<file path="src/shared/eag_pkg.sv">
package eag_pkg;

  // ----------------------------------------------------------------
  // widths and field positions
  // ----------------------------------------------------------------
  localparam int unsigned EAG_WORD_W    = 16;
  localparam int unsigned EAG_ADDR_W    = 32;
  localparam int unsigned EAG_NREGS     = 16;
  localparam int unsigned EAG_MODE_LSB  = 3;
  localparam int unsigned EAG_REG_LSB   = 0;
  localparam int unsigned EAG_XT_DA_BIT = 15;
  localparam int unsigned EAG_XT_RN_LSB = 12;
  localparam int unsigned EAG_MAX_LEN   = 5;

  // ----------------------------------------------------------------
  // mode and special sub-mode codes
  // ----------------------------------------------------------------
  localparam logic [2:0] EAG_M_DREG  = 3'h0;
  localparam logic [2:0] EAG_M_AREG  = 3'h1;
  localparam logic [2:0] EAG_M_AIND  = 3'h2;
  localparam logic [2:0] EAG_M_APOST = 3'h3;
  localparam logic [2:0] EAG_M_APRE  = 3'h4;
  localparam logic [2:0] EAG_M_ADISP = 3'h5;
  localparam logic [2:0] EAG_M_AIDX  = 3'h6;
  localparam logic [2:0] EAG_M_SPEC  = 3'h7;
  localparam logic [2:0] EAG_S_ABSW  = 3'h0;
  localparam logic [2:0] EAG_S_ABSL  = 3'h1;
  localparam logic [2:0] EAG_S_PCD   = 3'h2;
  localparam logic [2:0] EAG_S_PCX   = 3'h3;
  localparam logic [2:0] EAG_S_IMM   = 3'h4;
  localparam logic [2:0] EAG_SP_NUM  = 3'h7;

  // ----------------------------------------------------------------
  // types
  // ----------------------------------------------------------------
  typedef enum logic [1:0] {
    EAG_SZ_BYTE = 2'h0,
    EAG_SZ_WORD = 2'h1,
    EAG_SZ_LONG = 2'h2
  } eag_size_t;

  typedef enum logic [5:0] {
    EAG_IDLE  = 6'h01,
    EAG_OPEXT = 6'h02,
    EAG_EXT   = 6'h04,
    EAG_IDX   = 6'h08,
    EAG_CALC  = 6'h10,
    EAG_DONE  = 6'h20
  } eag_state_t;

  typedef struct packed {
    logic [15:0] opword;
    eag_size_t   size;
    logic        is_jump;
    logic        is_write;
    logic        sr_op;
    logic [1:0]  op_ext;
    logic [31:0] pc;
  } eag_req_t;

  typedef struct packed {
    logic [31:0] ea;
    logic [31:0] operand;
    logic [31:0] op_imm;
    logic [2:0]  len;
    logic        mem;
    logic        prog;
    logic        sr_dest;
    logic        illegal;
    logic [3:0]  bcd_msd;
    logic [3:0]  bcd_lsd;
  } eag_result_t;

  typedef struct packed {
    logic        we;
    logic [3:0]  addr;
    logic [31:0] data;
  } eag_rfw_t;

  typedef struct packed {
    eag_state_t  fsm;
    eag_req_t    req;
    logic [31:0] base;
    logic [31:0] idx;
    logic [31:0] ext;
    logic [31:0] opimm;
    logic [31:0] pcx;
    logic [1:0]  cnt;
    logic        base_cap;
    eag_result_t res;
    eag_rfw_t    rfw;
  } eag_st_t;

  localparam eag_st_t EAG_ST_RST = '{fsm: EAG_IDLE, default: '0};

  // ----------------------------------------------------------------
  // helpers
  // ----------------------------------------------------------------
  function automatic logic [31:0] eag_sext16(input logic [15:0] v);
    return {{16{v[15]}}, v};
  endfunction : eag_sext16

  function automatic logic [31:0] eag_sext8(input logic [7:0] v);
    return {{24{v[7]}}, v};
  endfunction : eag_sext8

  function automatic logic [31:0] eag_step(input eag_size_t sz, input logic [2:0] rn);
    case (sz)
      EAG_SZ_BYTE: return (rn == EAG_SP_NUM) ? 32'h2 : 32'h1;
      EAG_SZ_WORD: return 32'h2;
      default:     return 32'h4;
    endcase
  endfunction : eag_step

  function automatic logic [31:0] eag_imm(input eag_size_t sz, input logic [31:0] w);
    case (sz)
      EAG_SZ_BYTE: return {24'h0, w[7:0]};
      EAG_SZ_WORD: return {16'h0, w[15:0]};
      default:     return w;
    endcase
  endfunction : eag_imm

  function automatic logic [1:0] eag_ext_words(input logic [15:0] ow, input eag_size_t sz,
                                               input logic sr_op);
    logic [2:0] md;
    logic [2:0] rn;
    md = ow[EAG_MODE_LSB +: 3];
    rn = ow[EAG_REG_LSB +: 3];
    if (md == EAG_M_ADISP || md == EAG_M_AIDX) return 2'h1;
    if (md != EAG_M_SPEC) return 2'h0;
    case (rn)
      EAG_S_ABSW, EAG_S_PCD, EAG_S_PCX: return 2'h1;
      EAG_S_ABSL:                       return 2'h2;
      EAG_S_IMM: return sr_op ? 2'h0 : ((sz == EAG_SZ_LONG) ? 2'h2 : 2'h1);
      default:                          return 2'h0;
    endcase
  endfunction : eag_ext_words

  function automatic logic [3:0] eag_base_idx(input logic [15:0] ow);
    return {ow[EAG_MODE_LSB +: 3] != EAG_M_DREG, ow[EAG_REG_LSB +: 3]};
  endfunction : eag_base_idx

endpackage : eag_pkg

</file>
<file path="src/hw/eag_regfile.sv">
module eag_regfile
  import eag_pkg::*;
#(
  parameter int unsigned DEPTH = EAG_NREGS,
  parameter int unsigned W     = EAG_ADDR_W
) (
  // clock and reset
  input  wire logic                     ref_clk_i,
  input  wire logic                     arst_n_i,
  // write port
  input  wire logic                     we_i,
  input  wire logic [$clog2(DEPTH)-1:0] waddr_i,
  input  wire logic [W-1:0]             wdata_i,
  // read port, data one cycle later
  input  wire logic [$clog2(DEPTH)-1:0] raddr_i,
  output logic      [W-1:0]             rdata_o
);

  logic [W-1:0] mem_r [DEPTH];
  logic [W-1:0] rdata_r;

  always_ff @(posedge ref_clk_i) begin
    if (we_i) begin
      mem_r[waddr_i] <= wdata_i;
    end
  end

  always_ff @(posedge ref_clk_i or negedge arst_n_i) begin
    if (!arst_n_i) begin
      rdata_r <= '0;
    end else begin
      rdata_r <= mem_r[raddr_i];
    end
  end

  assign rdata_o = rdata_r;

endmodule : eag_regfile

</file>
<file path="src/hw/eag_decoder.sv">
module eag_decoder
  import eag_pkg::*;
(
  // clock and reset
  input  wire logic        ref_clk_i,
  input  wire logic        arst_n_i,
  // instruction request
  input  wire logic        req_valid_i,
  input  wire eag_req_t    req_i,
  output logic             req_ready_o,
  // extension word stream
  input  wire logic        ext_valid_i,
  input  wire logic [15:0] ext_word_i,
  output logic             ext_ready_o,
  // decoded operand
  output logic             res_valid_o,
  input  wire logic        res_ready_i,
  output eag_result_t      res_o,
  // register load port
  input  wire logic        reg_wr_i,
  input  wire logic [3:0]  reg_wr_addr_i,
  input  wire logic [31:0] reg_wr_data_i,
  output logic             reg_wr_ready_o
);

  eag_st_t     st_r;
  eag_st_t     st_nxt;
  logic [3:0]  rd_addr;
  logic [31:0] rf_rdata;
  logic        rf_we;
  logic [3:0]  rf_waddr;
  logic [31:0] rf_wdata;

  // ----------------------------------------------------------------
  // register file
  // ----------------------------------------------------------------
  assign reg_wr_ready_o = !st_r.rfw.we;
  assign rf_we          = st_r.rfw.we | reg_wr_i;
  assign rf_waddr       = st_r.rfw.we ? st_r.rfw.addr : reg_wr_addr_i;
  assign rf_wdata       = st_r.rfw.we ? st_r.rfw.data : reg_wr_data_i;

  eag_regfile #(
    .DEPTH (EAG_NREGS),
    .W     (EAG_ADDR_W)
  ) u_regs (
    .ref_clk_i (ref_clk_i),
    .arst_n_i  (arst_n_i),
    .we_i      (rf_we),
    .waddr_i   (rf_waddr),
    .wdata_i   (rf_wdata),
    .raddr_i   (rd_addr),
    .rdata_o   (rf_rdata)
  );

  // ----------------------------------------------------------------
  // decode fields
  // ----------------------------------------------------------------
  logic [2:0]  mode;
  logic [2:0]  rnum;
  logic [1:0]  ewords;
  logic [1:0]  ewords_in;
  logic [31:0] base_v;
  logic [31:0] step;
  logic        idx_mode;

  assign mode      = st_r.req.opword[EAG_MODE_LSB +: 3];
  assign rnum      = st_r.req.opword[EAG_REG_LSB +: 3];
  assign ewords    = eag_ext_words(st_r.req.opword, st_r.req.size, st_r.req.sr_op);
  assign ewords_in = eag_ext_words(req_i.opword, req_i.size, req_i.sr_op);
  assign base_v    = st_r.base_cap ? rf_rdata : st_r.base;
  assign step      = eag_step(st_r.req.size, rnum);
  assign idx_mode  = (mode == EAG_M_AIDX) || (mode == EAG_M_SPEC && rnum == EAG_S_PCX);

  assign req_ready_o = (st_r.fsm == EAG_IDLE);
  assign ext_ready_o = (st_r.fsm == EAG_OPEXT) || (st_r.fsm == EAG_EXT);
  assign res_valid_o = (st_r.fsm == EAG_DONE);
  assign res_o       = st_r.res;

  // ----------------------------------------------------------------
  // sequencer
  // ----------------------------------------------------------------
  always_comb begin
    eag_result_t r;
    r              = '0;
    st_nxt         = st_r;
    st_nxt.rfw.we  = 1'b0;
    st_nxt.base_cap = 1'b0;
    rd_addr        = eag_base_idx(req_i.opword);
    if (st_r.base_cap) begin
      st_nxt.base = rf_rdata;
    end
    case (st_r.fsm)
      EAG_IDLE: begin
        if (req_valid_i) begin
          st_nxt.req      = req_i;
          st_nxt.base_cap = 1'b1;
          st_nxt.ext      = '0;
          st_nxt.opimm    = '0;
          st_nxt.idx      = '0;
          // extension words begin after the op word and its own immediates
          st_nxt.pcx = req_i.pc + {29'h0, req_i.op_ext, 1'b0} + 32'h2;
          if (req_i.op_ext != 2'h0) begin
            st_nxt.cnt = req_i.op_ext;
            st_nxt.fsm = EAG_OPEXT;
          end else if (ewords_in != 2'h0) begin
            st_nxt.cnt = ewords_in;
            st_nxt.fsm = EAG_EXT;
          end else begin
            st_nxt.fsm = EAG_CALC;
          end
        end
      end
      EAG_OPEXT: begin
        if (ext_valid_i) begin
          st_nxt.opimm = {st_r.opimm[15:0], ext_word_i};
          st_nxt.cnt   = st_r.cnt - 2'h1;
          if (st_r.cnt == 2'h1) begin
            st_nxt.cnt = ewords;
            st_nxt.fsm = (ewords != 2'h0) ? EAG_EXT : EAG_CALC;
          end
        end
      end
      EAG_EXT: begin
        rd_addr = {ext_word_i[EAG_XT_DA_BIT], ext_word_i[EAG_XT_RN_LSB +: 3]};
        if (ext_valid_i) begin
          st_nxt.ext = {st_r.ext[15:0], ext_word_i};
          st_nxt.cnt = st_r.cnt - 2'h1;
          if (st_r.cnt == 2'h1) begin
            st_nxt.fsm = idx_mode ? EAG_IDX : EAG_CALC;
          end
        end
      end
      EAG_IDX: begin
        st_nxt.idx = rf_rdata;
        st_nxt.fsm = EAG_CALC;
      end
      EAG_CALC: begin
        r.len    = 3'({1'b0, st_r.req.op_ext} + {1'b0, ewords} + 3'h1);
        r.op_imm = eag_imm(st_r.req.size, st_r.opimm);
        case (mode)
          EAG_M_DREG, EAG_M_AREG: begin
            r.operand = base_v;
          end
          EAG_M_AIND: begin
            r.ea   = base_v;
            r.mem  = 1'b1;
            r.prog = st_r.req.is_jump;
          end
          EAG_M_APOST: begin
            r.ea              = base_v;
            r.mem             = 1'b1;
            st_nxt.rfw.we     = 1'b1;
            st_nxt.rfw.addr   = {1'b1, rnum};
            st_nxt.rfw.data   = base_v + step;
          end
          EAG_M_APRE: begin
            r.ea              = base_v - step;
            r.mem             = 1'b1;
            st_nxt.rfw.we     = 1'b1;
            st_nxt.rfw.addr   = {1'b1, rnum};
            st_nxt.rfw.data   = base_v - step;
          end
          EAG_M_ADISP: begin
            r.ea   = base_v + eag_sext16(st_r.ext[15:0]);
            r.mem  = 1'b1;
            r.prog = st_r.req.is_jump;
          end
          EAG_M_AIDX: begin
            r.ea   = base_v + eag_sext8(st_r.ext[7:0]) + st_r.idx;
            r.mem  = 1'b1;
            r.prog = st_r.req.is_jump;
          end
          default: begin
            case (rnum)
              EAG_S_ABSW: begin
                r.ea   = eag_sext16(st_r.ext[15:0]);
                r.mem  = 1'b1;
                r.prog = st_r.req.is_jump;
              end
              EAG_S_ABSL: begin
                r.ea   = st_r.ext;
                r.mem  = 1'b1;
                r.prog = st_r.req.is_jump;
              end
              EAG_S_PCD: begin
                r.ea   = st_r.pcx + eag_sext16(st_r.ext[15:0]);
                r.mem  = 1'b1;
                r.prog = 1'b1;
              end
              EAG_S_PCX: begin
                r.ea   = st_r.pcx + eag_sext8(st_r.ext[7:0]) + st_r.idx;
                r.mem  = 1'b1;
                r.prog = 1'b1;
              end
              EAG_S_IMM: begin
                if (st_r.req.sr_op) begin
                  r.sr_dest = 1'b1;
                end else begin
                  r.operand = eag_imm(st_r.req.size, st_r.ext);
                end
              end
              default: begin
                r.illegal = 1'b1;
              end
            endcase
          end
        endcase
        // writes never go to program space
        r.prog        = r.prog & !st_r.req.is_write;
        r.bcd_msd     = r.operand[7:4];
        r.bcd_lsd     = r.operand[3:0];
        st_nxt.res    = r;
        st_nxt.fsm    = EAG_DONE;
      end
      EAG_DONE: begin
        if (res_ready_i) begin
          st_nxt.fsm = EAG_IDLE;
        end
      end
      default: begin
        st_nxt = EAG_ST_RST;
      end
    endcase
  end

  always_ff @(posedge ref_clk_i or negedge arst_n_i) begin
    if (!arst_n_i) begin
      st_r <= EAG_ST_RST;
    end else begin
      st_r <= st_nxt;
    end
  end
endmodule : eag_decoder

</file>
<file path="config.mk">
export PLATFORM = sky130hd
export DESIGN_NAME = eag_decoder
export DESIGN_NICKNAME = d
export VERILOG_FILES = /design/src/shared/eag_pkg.sv /design/src/hw/eag_regfile.sv /design/src/hw/eag_decoder.sv
export SDC_FILE = /design/constraint.sdc
export NUM_CORES = 2
export LEC_CHECK = 0
export BUFFER_PORTS_ARGS = -buffer_cell sky130_fd_sc_hd__buf_4
export CAP_MARGIN = 20
export CORE_ASPECT_RATIO = 0.6
export CORE_MARGIN = 2
export CORE_UTILIZATION = 50
export CTS_BUF_LIST = sky130_fd_sc_hd__clkbuf_16
export DETAILED_ROUTE_END_ITERATION = 8
export HOLD_SLACK_MARGIN = 0.05
export PLACE_DENSITY = 0.78
export SLEW_MARGIN = 20
export SYNTH_ARGS = -nofsm -noshare
export SYNTH_HDL_FRONTEND = slang
export SYNTH_HIERARCHICAL = 1
export SYNTH_SLANG_ARGS = --single-unit
</file>
<file path="constraint.sdc">
create_clock -name ref_clk_i -period 9.91 [get_ports ref_clk_i]
set_input_delay 1.982 -clock ref_clk_i [delete_from_list [all_inputs] [get_ports ref_clk_i]]
set_output_delay 1.982 -clock ref_clk_i [all_outputs]
set_load 0.02 [all_outputs]
</file>
==> impl_metrics.csv <==
group,metric,value,unit
outcome,outcome,"complete, no violations",
grt,grt_pass1_vias,30627,
logic_synthesis,synth_area_leader_cell,"edfxtp_1",
logic_synthesis,synthArstFlopShare,40.9,%
logic_synthesis,synth_top_area_share,33.9,%
logic_synthesis,synthFlopType,"edfxtp_1",
critical_path,cp-start-kind,"flop",
timing,slew_violations,0,
timing,relSlewSlack,26.5,%
logic_synthesis,synth_area,45300,um^2
timing,rsz0062_at_grt,"no",
clock_network,cts_tree,"done",
timing,worst_clock_skew,48.2,ps
timing,max_freq,164,MHz
logic_synthesis,synthDistinctLibCells,97,
min_path,hold_path.class,"flop to flop",
drt,drt_wl_total,133,mm
layout,area_growth,10.7,%
power,peakVddDrop,204,uV
clock_network,clkTransAtPathRegs,70,ps
clock_network,clock-sinks,866,
floorplan,die_h,237,um
clock_network,ctsResizeCount,0,
logic_synthesis,seq_area_frac_synth,53.5,%
layout,multi_input_area,19400,um^2
layout,fillers,7311,
drt,ant_nets,0,
floorplan,die_area,93100,um^2
placement,hpwl,91.0,mm
drt,dr.pass1.iters,5,
layout,layout-drive-gt1-share,16.9,%
clock_network,cts_buffers,78,
layout,nNetsFinal,4091,
floorplan,die_w,393,um
timing,finalCritPeriodShare,61.5,%
floorplan,start_util,50.5,%
timing,layout_setup_ws,3820,ps
critical_path,cp.required,10480,ps
logic_synthesis,synthCells,3716,
grt,grt-ovfl-total,0,
logic_synthesis,ys.warnings.count,6,
drt,num_vias,32384,
logic_synthesis,synth_enable_flop_cells,512,
floorplan,fp.coreArea,89800,um^2
critical_path,worstSetupEndpointType,"flop",
drt,wl_per_cell,26.3,um
grt,grt_start_max_net_pins,163,
power,p_per_area,226,nW/um^2
timing,tightest_slew,1090,ps
clock_network,clock_latency,690,ps
drt,drtIter0Drc,4363,
clock_network,postCtsSetupBuffers,0,
floorplan,num_rows,85,
critical_path,crit_fanout,58,
logic_synthesis,synth_seq_cells,866,
timing,period_minus_slack,6090,ps
critical_path,cp_data_arrival_time,6660,ps
timing,setup_viol,0,
clock_network,hold_buffers,0,
clock_network,cts.path.max_buffers,3,
placement,pre_cts_ws,4110,ps
clock_network,root_buffer,"clkbuf_16",
timing,hold_viol_final,0,
power,p_leak,19.8,nW
run,maxCapViolations,0,
drt,drc,0,
placement,io_buffer_count,217,
logic_synthesis,synth.area.top_cells,"edfxtp_1 (34%), dfrtp_1 (20%), mux4_2 (6.4%)",
placement,place_congestion,0.974,
critical_path,crit_type,"flop to flop",
clock_network,cts.htree.levels,3,
drt,avgViaCountPerCell,6.41,
timing,setup-tns-final,0,ps
logic_synthesis,syn_area_per_cell,12.2,um^2
grt,antenna_found_initial,3,
logic_synthesis,syn_nets,4033,
grt,grt_pass1_wl,199,mm
layout,regArea,24200,um^2
floorplan,top_level_ports,228,
grt,groute.usage.overall,28.6,%
-- cell usage in the layout, fill, tap and decap left out, drive strengths merged, types with 20 or more instances in the layout --
cell type / instances
a211oi: 32
a21o: 53
a21oi: 189
a221oi: 26
a22o: 80
a22oi: 110
a32o: 26
and3: 22
buf: 285
clkbuf: 78
clkinv: 27
dfrtp: 353
edfxtp: 512
fa: 70
ha: 134
inv: 90
mux2: 41
mux2i: 38
mux4: 128
nand2: 431
nand2b: 25
nand3: 50
nand4: 20
nor2: 172
nor2b: 27
nor3: 54
o211ai: 25
o21a: 20
o21ai: 287
o221ai: 33
o31ai: 26
xnor2: 97
xor2: 73
-- flip-flops by register name, summed over array words and instances (netlist names) --
signal	cells
u_regs/mem_r	512
st_r	213
res_o	103
u_regs/rdata_o	32
mode	3
rnum	3
-- power by group --
part / switching [mW] / total [mW] / internal (mW)
sequential: 0.229 / 4.30 / 4.07
combinational: 2.71 / 3.95 / 1.24
clock: 1.42 / 3.09 / 1.67
-- through the flow --
step           cell area [um^2]  instances  total power, mW  utilization (%)  hold WS, ps
6_report                  50100       5052             11.3             55.8          450
4_1_cts                   50100       5051             11.3             55.8          452
5_1_grt                   50100       5052             11.9             55.8          467
3_3_place_gp              47500       4912             8.12             53.0          443
2_1_floorplan             45300       3716             7.01                -          431
3_5_place_dp              47500       4912             8.20             53.0          446
-- synthesized netlist by cell type, types with 52 or more instances --
cell / count
a21o_1: 53
nor3_1: 52
a21oi_1: 188
a22oi_1: 110
mux4_2: 128
edfxtp_1: 512
fa_1: 70
ha_1: 134
buf_4: 122
inv_1: 59
dfrtp_1: 353
nand2_1: 430
nor2_1: 169
xor2_1: 73
o21ai_0: 281
xnor2_1: 97
a22o_1: 80
clkbuf_1: 155
-- kinds of logic after synthesis --
logic type / count (synthesis) / synth area share (%)
AOI/OAI and AO/OA: 1013 / 14.9
DFF: 866 / 53.5
adders and majority gates: 204 / 6.79
and+or+nand+nor: 882 / 8.92
buffers and inverters: 374 / 4.23
xor gates and xnor gates: 170 / 3.29
muxes: 207 / 8.38
-- worst max-delay path, stage by stage (launching register included) --
cell and delay [ps]:
dfrtp_2 340, buf_4 670, mux2i_1 660, inv_2 230, fa_1 490, ha_1 380, nand2_1 120, a211oi_1 480
nor3_1 210, o31ai_1 690, a31oi_1 350, nor2_1 360, o211ai_1 140, and3b_1 220, xor2_1 160, o211ai_1 120
a32o_1 300
-- layout make-up --
| class | count | area share, % |
|---|---|---|
| Antenna cell | 1 | 0.00499 |
| Clock buffer | 78 | 3.89 |
| Clock inverter | 61 | 1.24 |
| Inverter | 67 | 0.502 |
| Multi-Input combinational cell | 2476 | 38.6 |
| Sequential cell | 866 | 48.4 |
| Tap cell | 1218 | 3.04 |
| Timing Repair Buffer | 285 | 4.33 |
-- routing by layer --
layer	track usage (%)	share of wire, %	vias to the layer above	wire length (um)
li1	-	-	14072	-
met1	44.5	43	16202	57400
met2	40.1	43	1923	56600
met3	7.17	12	185	16100
met4	6.79	2.2	2	2880
met5	0	0.0098	-	13
-- worst paths after layout --
kind,startpoint,endpoint,slack (ps),cells after the start
max in group asynchronous,arst_n_i,st_r[222],7190,2
hold / removal,st_r[346],res_o[10],450,1
setup / recovery,st_r[148],res_o[105],3820,16
setup reg to reg,st_r[148],res_o[105],3820,16
min in group asynchronous,arst_n_i,st_r[179],1270,1
hold reg to reg,st_r[346],res_o[10],450,1
Note: power is estimated with default switching activity, not from simulation.
